[src/pkg/mbd_cfg.svh]
`ifndef MBD_CFG_SVH
`define MBD_CFG_SVH

// Bus address layout
`define MBD_BUS_AW 18
`define MBD_BIT_BYTE 0
`define MBD_BIT_A01 1
`define MBD_WA_LO 2
`define MBD_WA_HI 12
`define MBD_BIT_A13 13
`define MBD_SEL_LO 13
`define MBD_SEL_HI 17
`define MBD_SEL_W 5
`define MBD_BUS_IDLE 18'h3ffff
`define MBD_PIN_IDLE 1'b1

// Line decoder fields on the bus address
`define MBD_BIT_A02 2
`define MBD_BIT_A03 3
`define MBD_YSW_LO 4
`define MBD_YSW_HI 6
`define MBD_XDRV_LO 7
`define MBD_XDRV_HI 9
`define MBD_XSW_LO 10
`define MBD_XSW_HI 12

// Word address register layout: bit k holds bus bit k+1
`define MBD_WA_W 13
`define MBD_WA_WORD_BIT1_INTERNAL 0
`define MBD_WA_A02 1
`define MBD_WA_A03 2
`define MBD_WA_YSW_LO 3
`define MBD_WA_YSW_HI 5
`define MBD_WA_XDRV_LO 6
`define MBD_WA_XDRV_HI 8
`define MBD_WA_XSW_LO 9
`define MBD_WA_XSW_HI 12
`define MBD_WA_A13 12

// Register offsets (byte addresses)
`define MBD_REG_AW 8
`define MBD_OFF_CTRL 8'h00
`define MBD_OFF_STATUS 8'h04
`define MBD_OFF_COUNT 8'h08
`define MBD_OFF_CONFIG 8'h0c

// Field positions and reset values
`define MBD_CTRL_DEC_EN 0
`define MBD_CTRL_CNT_CLR 1
`define MBD_CTRL_RST 1'h1
`define MBD_ST_SEL 0
`define MBD_ST_SIZE 1
`define MBD_ST_PWR 2
`define MBD_ST_WA_LO 8
`define MBD_CFG_BASE_LO 0
`define MBD_CFG_SIZE 8
`define MBD_CNT_W 16

// AXI responses
`define MBD_RESP_OKAY 2'h0
`define MBD_RESP_SLVERR 2'h2

`endif

[src/pkg/mbd_pkg.sv]
`default_nettype none
package mbd_pkg;

   // AXI4-Lite master to slave
   typedef struct packed {
      logic awvalid;
      logic [7:0] awaddr;
      logic wvalid;
      logic [31:0] wdata;
      logic [3:0] wstrb;
      logic bready;
      logic arvalid;
      logic [7:0] araddr;
      logic rready;
   } mbd_axi_req_t;

   // AXI4-Lite slave to master
   typedef struct packed {
      logic awready;
      logic wready;
      logic bvalid;
      logic [1:0] bresp;
      logic arready;
      logic rvalid;
      logic [31:0] rdata;
      logic [1:0] rresp;
   } mbd_axi_rsp_t;

   // Line selections toward the switch and driver stages
   typedef struct packed {
      logic [7:0] y_drv;
      logic [7:0] y_sw;
      logic [7:0] x_drv;
      logic [15:0] x_sw;
   } mbd_lines_t;

   // State of the top module
   typedef struct packed {
      logic [17:0] addr_s1;
      logic [17:0] addr_s2;
      logic pwr_s1;
      logic pwr_s2;
      logic [12:0] word_addr;
      logic [1:0] byte_lane;
      logic bank_sel;
      logic decode_en;
      logic [15:0] sel_count;
      logic aw_got;
      logic w_got;
      logic [7:0] awaddr;
      logic [31:0] wdata;
      logic [3:0] wstrb;
      mbd_axi_rsp_t rsp;
   } mbd_top_state_t;

endpackage : mbd_pkg
`default_nettype wire

[src/rtl/mbd_decoder.sv]
// What this block does
// - Bits 17-13 form the bank's device-address field; bit 1 is a word-address bit.
// - Word location comes from bits 12-2, bit 1, and bit 13 when large.
// - In byte writes, bit 0 picks which byte of the word is written.
// - Latched word address decodes into Y/X driver and switch line selections.
// - Compare bits 17-13 in 4K mode, bits 17-14 only in 8K mode.
// - In 8K mode bit 13 becomes a word-address bit choosing X switches.
// - Bank select only when all compared bits and inputs match.
// - Each base bit expects zero where configured zero, else one.
// - Power-low indication is compared; selection needs it inactive.
// - In 8K mode the bit-13 compare position always matches.
// - Each bank gets a distinct base; 4K banks sit in consecutive ranges.
// - Word has low byte at even address, high at odd; words even only.
// - An 8K bank answers byte offsets 000000 to 037777 octal.
// - Bus lines are active low; internal logic is active high.
// - 8K bank is non-interleaved only; no interleaved mapping exists.
// - Received bit 1 passes to the word register in both sizes.
// - Word address register loads on the control logic's latch edge.
`timescale 1ns/1ps
`default_nettype none
`include "mbd_cfg.svh"
module mbd_decoder #(
   // Static size strap
   // Bank size: 0 selects 4K words, 1 selects 8K words
   parameter bit SIZE_8K = 1'b0,
   // Distinct base per bank
   // Expected logical values of address bits 17..13
   parameter logic [4:0] BASE_HI = 5'h00
) (
   // Clock and reset
   input wire logic clock,
   input wire logic rst_n,
   // Bus pins, active low
   input wire logic [17:0] bus_addr_n,
   input wire logic bus_pwr_low_n,
   // Control logic, same clock domain
   input wire logic addr_latch,
   input wire logic byte_write,
   // Register bus
   input wire mbd_pkg::mbd_axi_req_t axi_req,
   output mbd_pkg::mbd_axi_rsp_t axi_rsp,
   // Decode results
   output logic bank_sel,
   output logic [12:0] word_addr,
   output logic [1:0] byte_lane,
   output mbd_pkg::mbd_lines_t lines
);

   mbd_pkg::mbd_top_state_t st_q;
   mbd_pkg::mbd_top_state_t st_d;

   logic [17:0] addr_pos;
   logic pwr_low;
   logic sel_now;
   logic dec_load;
   logic wr_fire;
   logic rd_fire;

   // Per-bit compare
   // Match of one compared bit against its expected value, with 8K forcing bit 13 to match
   function automatic logic field_match(input logic got, input logic want, input logic forced);
      field_match = forced | (got == want);
   endfunction : field_match

   // Device field compare
   // Full bank compare over the device-address field and power-low; bits below stay free
   function automatic logic bank_match(input logic [17:0] a, input logic low);
      logic ok;
      ok = 1'b1;
      for (int i = 0; i < `MBD_SEL_W; i++) begin
         ok = ok & field_match(a[`MBD_SEL_LO + i], BASE_HI[i], SIZE_8K && (i == 0));
      end
      bank_match = ok & ~low;
   endfunction : bank_match

   // Even low, odd high
   // Byte lanes: word write takes both, byte write takes the one bit 0 names
   function automatic logic [1:0] lanes_of(input logic byte_op, input logic a0);
      if (!byte_op) begin
         lanes_of = 2'h3;
      end else if (a0) begin
         lanes_of = 2'h2;
      end else begin
         lanes_of = 2'h1;
      end
   endfunction : lanes_of

   // Register read mux
   function automatic logic [31:0] reg_read(input logic [7:0] addr, input mbd_pkg::mbd_top_state_t s);
      logic [31:0] v;
      v = 32'h0;
      case (addr)
         `MBD_OFF_CTRL: begin
            v[`MBD_CTRL_DEC_EN] = s.decode_en;
         end
         `MBD_OFF_STATUS: begin
            v[`MBD_ST_SEL] = s.bank_sel;
            v[`MBD_ST_SIZE] = SIZE_8K;
            v[`MBD_ST_PWR] = s.pwr_s2;
            v[`MBD_ST_WA_LO +: `MBD_WA_W] = s.word_addr;
         end
         `MBD_OFF_COUNT: begin
            v[`MBD_CNT_W-1:0] = s.sel_count;
         end
         `MBD_OFF_CONFIG: begin
            v[`MBD_CFG_BASE_LO +: `MBD_SEL_W] = BASE_HI;
            v[`MBD_CFG_SIZE] = SIZE_8K;
         end
         default: begin
            v = 32'h0;
         end
      endcase
      reg_read = v;
   endfunction : reg_read

   function automatic logic reg_mapped(input logic [7:0] addr);
      case (addr)
         `MBD_OFF_CTRL, `MBD_OFF_STATUS, `MBD_OFF_COUNT, `MBD_OFF_CONFIG: begin
            reg_mapped = 1'b1;
         end
         default: begin
            reg_mapped = 1'b0;
         end
      endcase
   endfunction : reg_mapped

   assign addr_pos = ~st_q.addr_s2;
   assign pwr_low = ~st_q.pwr_s2;
   assign sel_now = bank_match(addr_pos, pwr_low);
   assign dec_load = addr_latch;
   assign wr_fire = st_q.aw_got & st_q.w_got & ~st_q.rsp.bvalid;
   assign rd_fire = axi_req.arvalid & st_q.rsp.arready;

   always_comb begin
      st_d = st_q;

      // Pins cross two flops before any logic reads them
      st_d.addr_s1 = bus_addr_n;
      st_d.addr_s2 = st_q.addr_s1;
      st_d.pwr_s1 = bus_pwr_low_n;
      st_d.pwr_s2 = st_q.pwr_s1;

      // Bank select follows the live compare
      st_d.bank_sel = sel_now;

      if (dec_load) begin
         // Bit 1 kept in both sizes
         st_d.word_addr[`MBD_WA_WORD_BIT1_INTERNAL] = addr_pos[`MBD_BIT_A01];
         st_d.word_addr[`MBD_WA_A13-1:`MBD_WA_A02] = addr_pos[`MBD_WA_HI:`MBD_WA_LO];
         // Bit 13 is a word bit only in 8K mode
         st_d.word_addr[`MBD_WA_A13] = SIZE_8K ? addr_pos[`MBD_BIT_A13] : 1'b0;
         st_d.byte_lane = lanes_of(byte_write, addr_pos[`MBD_BIT_BYTE]);
         // Count selections so software sees traffic reaching this bank
         if (sel_now && st_q.decode_en) begin
            st_d.sel_count = st_q.sel_count + 16'h1;
         end
      end

      // Write address and data are taken in either order
      if (axi_req.awvalid && st_q.rsp.awready) begin
         st_d.aw_got = 1'b1;
         st_d.awaddr = axi_req.awaddr;
      end
      if (axi_req.wvalid && st_q.rsp.wready) begin
         st_d.w_got = 1'b1;
         st_d.wdata = axi_req.wdata;
         st_d.wstrb = axi_req.wstrb;
      end

      // Write commits once both halves are held
      if (wr_fire) begin
         st_d.aw_got = 1'b0;
         st_d.w_got = 1'b0;
         st_d.rsp.bvalid = 1'b1;
         st_d.rsp.bresp = reg_mapped(st_q.awaddr) ? `MBD_RESP_OKAY : `MBD_RESP_SLVERR;
         if (st_q.awaddr == `MBD_OFF_CTRL && st_q.wstrb[0]) begin
            st_d.decode_en = st_q.wdata[`MBD_CTRL_DEC_EN];
            // Clear loses to a selection counted in the same cycle
            if (st_q.wdata[`MBD_CTRL_CNT_CLR] && !(dec_load && sel_now && st_q.decode_en)) begin
               st_d.sel_count = 16'h0;
            end
         end
      end
      if (st_q.rsp.bvalid && axi_req.bready) begin
         st_d.rsp.bvalid = 1'b0;
      end

      // Ready stays low while a half is held or a response waits
      st_d.rsp.awready = ~st_d.aw_got & ~st_d.rsp.bvalid & ~wr_fire;
      st_d.rsp.wready = ~st_d.w_got & ~st_d.rsp.bvalid & ~wr_fire;

      // Reads answer one cycle after the address is taken
      if (rd_fire) begin
         st_d.rsp.rvalid = 1'b1;
         st_d.rsp.rdata = reg_read(axi_req.araddr, st_q);
         st_d.rsp.rresp = reg_mapped(axi_req.araddr) ? `MBD_RESP_OKAY : `MBD_RESP_SLVERR;
      end
      if (st_q.rsp.rvalid && axi_req.rready) begin
         st_d.rsp.rvalid = 1'b0;
      end
      st_d.rsp.arready = ~st_d.rsp.rvalid & ~rd_fire;
   end

   always_ff @(posedge clock or negedge rst_n) begin
      if (!rst_n) begin
         st_q <= '0;
         // Idle bus lines rest high
         st_q.addr_s1 <= `MBD_BUS_IDLE;
         st_q.addr_s2 <= `MBD_BUS_IDLE;
         st_q.pwr_s1 <= `MBD_PIN_IDLE;
         st_q.pwr_s2 <= `MBD_PIN_IDLE;
         st_q.decode_en <= `MBD_CTRL_RST;
         st_q.byte_lane <= 2'h0;
         st_q.rsp.awready <= 1'b1;
         st_q.rsp.wready <= 1'b1;
         st_q.rsp.arready <= 1'b1;
      end else begin
         st_q <= st_d;
      end
   end

   // Line decoders; lines load on the latch pulse and drive a line only when this bank is chosen
   logic line_en;
   logic [2:0] ydrv_code;
   logic [3:0] xsw_code;

   assign line_en = st_q.decode_en & sel_now;
   assign ydrv_code = {addr_pos[`MBD_BIT_A01], addr_pos[`MBD_BIT_A03], addr_pos[`MBD_BIT_A02]};
   assign xsw_code = {SIZE_8K ? addr_pos[`MBD_BIT_A13] : 1'b0, addr_pos[`MBD_XSW_HI:`MBD_XSW_LO]};

   mbd_line_dec #(
      .IN_W(3)
   ) u_y_drv (
      .clock(clock),
      .rst_n(rst_n),
      .load(dec_load),
      .enable(line_en),
      .code(ydrv_code),
      .sel(lines.y_drv)
   );

   mbd_line_dec #(
      .IN_W(3)
   ) u_y_sw (
      .clock(clock),
      .rst_n(rst_n),
      .load(dec_load),
      .enable(line_en),
      .code(addr_pos[`MBD_YSW_HI:`MBD_YSW_LO]),
      .sel(lines.y_sw)
   );

   mbd_line_dec #(
      .IN_W(3)
   ) u_x_drv (
      .clock(clock),
      .rst_n(rst_n),
      .load(dec_load),
      .enable(line_en),
      .code(addr_pos[`MBD_XDRV_HI:`MBD_XDRV_LO]),
      .sel(lines.x_drv)
   );

   // Bit 13 extends the X switch choice in 8K mode
   mbd_line_dec #(
      .IN_W(4)
   ) u_x_sw (
      .clock(clock),
      .rst_n(rst_n),
      .load(dec_load),
      .enable(line_en),
      .code(xsw_code),
      .sel(lines.x_sw)
   );

   assign axi_rsp = st_q.rsp;
   assign bank_sel = st_q.bank_sel;
   assign word_addr = st_q.word_addr;
   assign byte_lane = st_q.byte_lane;

endmodule : mbd_decoder
`default_nettype wire

[src/rtl/mbd_line_dec.sv]
`timescale 1ns/1ps
`default_nettype none
// Registered one-of-N line decoder; a load while disabled turns all lines off
module mbd_line_dec #(
   parameter int IN_W = 3
) (
   // Clock and reset
   input wire logic clock,
   input wire logic rst_n,
   // Control
   input wire logic load,
   input wire logic enable,
   input wire logic [IN_W-1:0] code,
   // Selected line
   output logic [(1<<IN_W)-1:0] sel
);

   typedef struct packed {
      logic [(1<<IN_W)-1:0] sel;
   } mbd_dec_state_t;

   mbd_dec_state_t st_q;
   mbd_dec_state_t st_d;

   always_comb begin
      st_d = st_q;
      if (load) begin
         st_d.sel = '0;
         if (enable) begin
            st_d.sel[code] = 1'b1;
         end
      end
   end

   always_ff @(posedge clock or negedge rst_n) begin
      if (!rst_n) begin
         st_q <= '0;
      end else begin
         st_q <= st_d;
      end
   end

   assign sel = st_q.sel;

endmodule : mbd_line_dec
`default_nettype wire

[config.mk]
export PLATFORM = sky130hd
export DESIGN_NAME = mbd_decoder
export DESIGN_NICKNAME = d
export VERILOG_FILES = /design/src/pkg/mbd_pkg.sv /design/src/rtl/mbd_decoder.sv /design/src/rtl/mbd_line_dec.sv
export VERILOG_INCLUDE_DIRS = /design/src /design/src/pkg
export SDC_FILE = /design/constraint.sdc
export NUM_CORES = 1
export LEC_CHECK = 0
export BUFFER_PORTS_ARGS = -buffer_cell sky130_fd_sc_hd__buf_2
export CORE_UTILIZATION = 30
export DETAILED_ROUTE_END_ITERATION = 10
export PLACE_DENSITY = 0.56
export SKIP_CTS_REPAIR_TIMING = 1
export SYNTH_ARGS = -nofsm -noshare
export SYNTH_HDL_FRONTEND = slang
export SYNTH_SLANG_ARGS = --single-unit
export TNS_END_PERCENT = 30
[constraint.sdc]
create_clock -name clock -period 1.85 [get_ports clock]
set_input_delay 0.0925 -clock clock [delete_from_list [all_inputs] [get_ports clock]]
set_output_delay 0.0925 -clock clock [all_outputs]
set_load 0.1 [all_outputs]
# --- Yosys cells after proc, flatten, opt, wreduce, memory -nomap -nowiden ---
# Cells that the tools add are included.
word_totals:
  inputBits: 80
  memories: 0
  latch_bits: 0
  reg_bits: 153
  rom_bits: 0
  ram_bits: 0
op_classes:
  mux: 38
  n_mul: 0
  n_eq_ne: 6
  magnitude_cmp: 8
  n_shift: 0
  add_sub_neg: 1
  n_reduce_logical: 19
  bitwise_logic: 27
  div: 0
op_table:
  columns: ["cell", "n"]
  rows:
  - ["$mux 16", 4]
  - ["$mux 35", 1]
  - ["$eq 8x4->1 const B", 4]
  - ["$mux 8", 4]
  - ["$mux 18", 1]
  - ["$not 18->18", 1]
  - ["$add 16x1->16 const B", 1]
  - ["$eq 8x3->1 const B", 2]
  - ["$logic_not 8->1", 2]
  - ["$and 1x1->1", 14]
  - ["$pmux 7 s2", 1]
  - ["$logic_and 1x1->1", 13]
  - ["$demux 1 s3", 4]
  - ["$ge 3x1->1 const B", 4]
  - ["$lt 3x4->1 const B", 3]
  - ["$mux 1", 12]
  - ["$not 1->1", 12]
  - ["$mux 2", 5]
  - ["$reduce_or 4->1", 2]
  - ["$mux 3", 2]
  - ["$lt 3x5->1 const B", 1]
  - ["$mux 4", 1]
  - ["$pmux 2 s2", 1]
  - ["$pmux 1 s3", 1]
  - ["3 further kinds", 3]

# --- Depth between registers and ports, before layout ---
# Gate-level depths: netlist of the first run.
depth:
  depth_word: 17
  mapped_depth: 6

# --- Cells and area by module ---
# A second synthesis of the first run with hierarchy kept.
unflattened:
  hier_cells: 524
  area_unflattened_um2: 6371.1
by_module_without_submodules:
  columns: ["mod", "cells_each", "area_each_um2", "instances", "seq_area_each_um2"]
  rows:
  - ["mbd_decoder", 372, 4543.1, 1, 2805.2]
  - ["mbd_line_dec (u_x_drv ...)", 30, 379.1, 2, 200.2]
  - ["mbd_line_dec (u_x_sw)", 62, 703.2, 1, 400.4]
  - ["mbd_line_dec (u_y_drv)", 30, 366.6, 1, 200.2]

# --- Worst setup path before layout of the first run ---
# No wires, ideal clock.
synth_timing:
  path_kind: "flip-flop to flip-flop"
  from: "reg st_q[120] (netlist name)"
  to: "reg st_q[101] (netlist name)"
  arrival_time_ns: 1.825
  path_stages_with_launch: 6
  setup_slack_ns: -0.053
  path_buffers: 1
  cell_sequence: "dfstp_2 > nand4_2 > or4_1 > buf_2 > or3_1 > a21oi_1"
synth_lines:
  columns: ["element", "line_no", "rtl"]
  rows:
  - ["start, declared", "mbd_decoder.sv:49", "mbd_pkg::mbd_top_state_t st_q;"]
  - ["start signal, assigned", "mbd_decoder.sv:218", "st_q <= st_d;"]

==> impl_metrics.ini, run 1 <==
[sta]
min_period_ps = 1780
min_period_over_period_pct = 96.3
rsz0062_at_grt = false
hold_viol = 0
fmax_mhz = 561
slew_violations = 0
hold_slack_ps = 95.8
relSlewSlack_pct = 61.3
tightest_slew_ps = 580
setup_tns_ps = 0
setup_violations = 0
skew_ps = 15.0

[die]
dieArea_um2 = 20200
die_w_um = 142
ios = 177
initial_core_util_pct = 31.1
fp.dieH_um = 142
core_area_um2 = 19000
rows = 50

[drt]
wirelength_um = 13400
vias = 4039
drc_errors = 0
ant_nets = 0
first_pass_iters = 5
wire_per_inst_um = 14.7
first_iter_violations = 194
viasPerCell = 4.45

[global_routing]
grt_max_degree = 53
use_met2_pct = 21.7
busiest_layer = met2
track_usage_pct = 13.9
grt_pass1_vias = 3953
use_met1_pct = 18.4
grt-ovfl-total = 0
antenna_found_initial = 0
grt_util_met3_pct = 3.73
grt_pass1_wl_um = 21300

[final_layout]
utilization_pct = 40.0
final_cells = 908
drive_gt1_share_pct = 38.0
design_area_um2 = 7580
syn_to_final_growth_pct = 28.8
n_fill_cell = 1814
n_antenna_cell = 0
fin_nets = 716

[place]
hpwl_um = 9470
port_buffers = 120
dpl_cell_area_um2 = 6600
place.gp.congestion = 0.774
placed_cells = 842

[synthesis]
ys_types = 45
synth-seq-cells = 142
synth_top_cell_by_area = dfrtp_1
syn_area_per_cell_um2 = 11.9
netlist_top_cells_area = dfrtp_1 42%, dfstp_2 19%, buf_4 8.3%
synth_edf_count = 0
synthCells = 496
ys_warn_count = 0
yosysSeqAreaShare_pct = 61.2
syn_area_um2 = 5890
synthFlopType = dfrtp_1
netlist.area_leader.share_pct = 42.5
async_reset_ff_share_pct = 100

[critical_path]
worstSetupPathType = reg -> reg
cp_max_fo = 7
worst_setup_path_start_kind = flip-flop
worst-endpoint-arrival_ps = 2140
slowest_stage = or4_4
slowest_delay_ps = 570
end_kind = flip-flop
critical_path.cell_chain = nand4_4, or4_4, or3_1, a21oi_2
worstPathRequired_ps = 2200

[clock_network]
clockBufferDepth = 2
cts_made_buffers = 17
clk_pin_slew_worst_paths_ps = 60
cts_sinks = 142
insertion_delay_ps = 420
cts_max_level = 4
cts_root_buf = clkbuf_16
cts_tree = built

[pwr]
powerDensity_nw_per_um2 = 1150
peakVddDrop_uv = 613
p_leak_nw = 3.50

[status]
status = finished, final reports clean

[worst_hold_path]
hp-class = in -> reg

[run]
cap_violations = 0
-- synthesized netlist by cell type, drive strengths merged, types with 3 or more instances --
| library cell | instances |
|---|---|
| o31ai | 10 |
| or3 | 5 |
| inv | 42 |
| nor2b | 3 |
| buf | 66 |
| and4 | 3 |
| nor4 | 6 |
| clkbuf | 17 |
| nor2 | 19 |
| dfrtp | 100 |
| a22oi | 9 |
| a31oi | 3 |
| nand2b | 10 |
| a22o | 10 |
| nand3 | 10 |
| nor3 | 4 |
| xnor2 | 5 |
| mux2 | 16 |
| o22ai | 7 |
| nand4 | 6 |
| o41ai | 5 |
| dfstp | 42 |
| a21oi | 11 |
| o21ai | 7 |
| nand2 | 30 |
| o32ai | 20 |
| mux2i | 10 |
-- power by group --
part           switching (mW)  internal [mW]
clock network            1.36           2.18
registers               0.208           3.43
logic                    1.10          0.405
total                    2.67           6.02
-- registers in the layout, summed over array words and instances (netlist names) --
signal and cells:
st_d 19, st_q 49, word_addr 12, u_y_sw.sel 8, u_y_drv.sel 8, axi_rsp 27
u_x_drv.sel 8, u_x_sw.sel 8, byte_lane 2, bank_sel 1
-- critical path: cells and delay by family (launching register included) --
family,cells,cell delay (ps)
AO/OA/AOI/OAI,1,140
AND/OR/NAND/NOR,3,1030
flip-flops,1,560
-- logic make-up after synthesis --
logic type      after synthesis  share of synthesized area (%)
simple gates                110                           10.1
compound gates               85                           10.6
xor+xnor                      6                          0.892
flops                       142                           61.2
mux                          26                           4.76
other cells                   1                         0.0637
buf+inv                     125                           12.1
fa+ha+maj                     1                          0.212
-- cells in the final DEF (no fill, tap or decap), types with 3 or more instances in the layout --
cell type        n
a22oi_1          9
nor3_1           4
a31oi_1          3
o41ai_1          5
and4_1           3
buf_4           24
inv_6            4
nand2b_1        10
buf_12           3
xnor2_1          5
o32ai_1         19
bufinv_16        3
or3_1            5
o22ai_1          7
nand4_1          4
mux2_2          16
nand2_1         30
o21ai_0          7
inv_1           42
o31ai_1         10
conb_1          23
nor2_1          19
nor4_1           6
nor2b_1          3
dfstp_2         42
a22o_1          10
buf_2          119
dlygate4sd3_1   34
mux2i_1         10
a21oi_1         10
clkbuf_16       17
nand3_1         10
clkinvlp_4       3
dfrtp_1        100
-- cell type report --
type	instances	area [um2]	area share [%]
clock buffers	18	439	5.79
clock inverters	14	181	2.39
inverters	42	158	2.08
multi-input cells	251	1690	22.2
flip-flops and latches	142	3610	47.5
well taps	260	325	4.29
repair buffers	181	1190	15.7
-- per-stage QoR --
stage,total power [mW],worst slack [ps]
3_3_place_gp,5.10,8.49
6_report,8.69,69.0
5_1_grt,9.06,5.61
3_5_place_dp,5.15,-36.7
2_1_floorplan,4.93,-17.8
4_1_cts,8.74,-43.9
-- per-layer routing --
metal	vias up	part of all wire [%]
li1	1926	-
met2	124	48
met3	13	4.6
met5	-	0
met1	1976	46
met4	0	1.3
-- worst paths after layout --
| kind | end | cells after the start | startpoint | slack (ps) |
|---|---|---|---|---|
| max in group asynchronous | axi_rsp[40] | 3 | rst_n | 940 |
| setup / recovery | st_q[98] | 4 | st_q[137] | 70 |
| hold reg to reg | st_q[126] | 0 | st_d[126] | 350 |
| hold / removal | axi_rsp[2] | 4 | axi_req[3] | 100 |
| setup reg to reg | st_q[98] | 4 | st_q[137] | 70 |
| min in group asynchronous | axi_rsp[20] | 2 | rst_n | 200 |
(Power assumes the default switching activity.)
==> run 2, diff against run 1 <==
--- a/config.mk
+++ b/config.mk
@@ -7,11 +7,12 @@
 export NUM_CORES = 1
 export LEC_CHECK = 0
 export BUFFER_PORTS_ARGS = -buffer_cell sky130_fd_sc_hd__buf_2
-export CORE_UTILIZATION = 30
+export CORE_UTILIZATION = 47
 export DETAILED_ROUTE_END_ITERATION = 10
-export PLACE_DENSITY = 0.56
+export PLACE_DENSITY = 0.79
 export SKIP_CTS_REPAIR_TIMING = 1
 export SYNTH_ARGS = -nofsm -noshare
 export SYNTH_HDL_FRONTEND = slang
+export SYNTH_HIERARCHICAL = 1
 export SYNTH_SLANG_ARGS = --single-unit
 export TNS_END_PERCENT = 30
==> constraint.sdc (replaced) <==
create_clock -name clock -period 1.85 [get_ports clock]
set_input_delay 0 -clock clock [delete_from_list [all_inputs] [get_ports clock]]
set_output_delay 0 -clock clock [all_outputs]
set_load 0.1 [all_outputs]
==> impl_metrics.ini, run 2 <==
[sta]
fmax_mhz = 543
setup_tns_ps = 0
hold_viol = 0
setup_violations = 0
hold_slack_ps = 3.47
min_period_ps = 1840
timing.final.ws_setup_ps = 9.91
relSlewSlack_pct = 58.1
tightest_slew_ps = 629
min_period_over_period_pct = 99.5
rsz0062_at_grt = true
slew_violations = 0
skew_ps = 9.78

[synthesis]
yosysSeqAreaShare_pct = 59.7
netlist.area_leader.share_pct = 42.4
ys_types = 55
synth_most_common_cell = dfrtp_1
syn_area_per_cell_um2 = 12.2
async_reset_ff_share_pct = 100
synth_top_cell_by_area = dfrtp_1
synthFlopType = dfrtp_1
synthTopCellsByCount = 108 x dfrtp_1, 57 x buf_4, 42 x dfstp_2
synthCells = 524
syn_area_um2 = 6370
netlist_top_cells_area = dfrtp_1 42%, dfstp_2 17%, buf_4 6.7%
synth-seq-cells = 150
ys_warn_count = 6
synth_edf_count = 0

[drt]
wire_per_inst_um = 15.6
vias = 4416
ant_nets = 0
drc_errors = 0
wirelength_um = 13500
first_iter_violations = 263
first_pass_iters = 6
viasPerCell = 5.11

[critical_path]
critPathLaunch = st_q[88]
slowest_delay_ps = 570
r2r-start = st_q[88]
reg2regPathDepth = 5
worstPathRequired_ps = 2190
cp_max_fo = 5
worstSetupPathType = reg -> reg
slowest_stage = or4_4
r2r_end = st_q[99]
worst-endpoint-arrival_ps = 2180
end_kind = flip-flop
critPathTopFamily = simple AND/OR/NAND/NOR gates
r2r_slack_ps = 10
worstSetupEndpoint = st_q[99]
worst_setup_path_start_kind = flip-flop
critical_path.cell_chain = ha_2, nand4_1, or4_4, or3_4, a21oi_2
cp_num_cells = 5
cp.buffers_inverters = 0

[worst_hold_path]
holdPathStages = 3
hp-class = in -> reg

[place]
port_buffers = 128
placed_cells = 797
place.gp.congestion = 0.846
dp_slack_ps = -36.4
dpl_cell_area_um2 = 6990
hpwl_um = 9080

[final_layout]
final_cell_mix = 127 x buf_2, 107 x dfrtp_1, 42 x dfstp_2
ff_latch_area_um2 = 3810
syn_to_final_growth_pct = 25.9
layout_commonest_cell = buf_2
largest_reg_flops = 49
fin_nets = 757
design_area_um2 = 8020
regMostFlops = st_q
drive_gt1_share_pct = 39.6
n_antenna_cell = 0
n_fill_cell = 1049
multi_input_area_um2 = 2030
utilization_pct = 60.6
final_cells = 865

[clock_network]
cts_root_buf = clkbuf_16
cts_made_buffers = 17
cts_max_level = 4
cts_sinks = 150
insertion_delay_ps = 410
clockBufferDepth = 2
cts_tree = built
clk_pin_slew_worst_paths_ps = 60

[status]
status = finished, final reports clean

[die]
dieArea_um2 = 14000
ios = 177
fp.dieH_um = 118
initial_core_util_pct = 48.1
core_area_um2 = 13200
rows = 42
die_w_um = 118

[pwr]
p_leak_nw = 3.91
power_mw = 8.78
peakVddDrop_uv = 847
powerDensity_nw_per_um2 = 1090

[global_routing]
track_usage_pct = 19.3
busiest_layer = met2
use_met1_pct = 24.2
grt_max_degree = 69
grt_util_met3_pct = 5.02
grt_pass1_vias = 4310
use_met2_pct = 31.6
antenna_found_initial = 0
grt-ovfl-total = 0
grt_pass1_wl_um = 21100

[run]
cap_violations = 0
-- run 2: logic make-up after synthesis --
family	count (synthesis)	share of synthesized area, %
buf+inv	114	10.6
mux	24	4.10
other cells	1	0.0589
flops	150	59.7
xor+xnor	3	0.412
simple gates	138	13.3
fa+ha+maj	1	0.196
compound gates	93	11.5
-- run 2: metal layers --
| metal | share of wire (%) | vias to the layer above |
|---|---|---|
| met5 | 0 | - |
| met4 | 2.1 | 0 |
| met3 | 5.7 | 26 |
| met2 | 51 | 163 |
| met1 | 41 | 2165 |
| li1 | - | 2062 |
-- run 2: worst min-delay path by stage --
stage                      from        endpoint  slack (ps)
finish              axi_req[47]     axi_rsp[39]           3
global route        axi_req[47]     axi_rsp[39]          40
CTS                       rst_n  u_y_drv/sel[1]        -400
detailed placement        rst_n  u_y_drv/sel[7]          50
global placement          rst_n  u_y_drv/sel[7]          30
floorplan                 rst_n     axi_rsp[10]        -300
-- run 2: area by class of cell --
class,instances,share of cell area (%)
inverter,40,1.87
clock inverter,11,1.86
sequential,150,47.5
clock buffer,21,5.74
multi-input combinational,281,25.3
timing repair buffer,186,15.0
tap,176,2.75
-- run 2: where the power goes --
group / total (mW) / switching (mW) / internal [mW]
clock: 3.49 / 1.29 / 2.19
combinational: 1.50 / 1.09 / 0.418
sequential: 3.79 / 0.179 / 3.61
total: 8.78 / 2.55 / 6.22
-- run 2: worst reg2reg max path: stages, from the launching register on --
cell	delay, ps
dfrtp_1	400
ha_2	200
nand4_1	90
or4_4	570
or3_4	390
a21oi_2	130
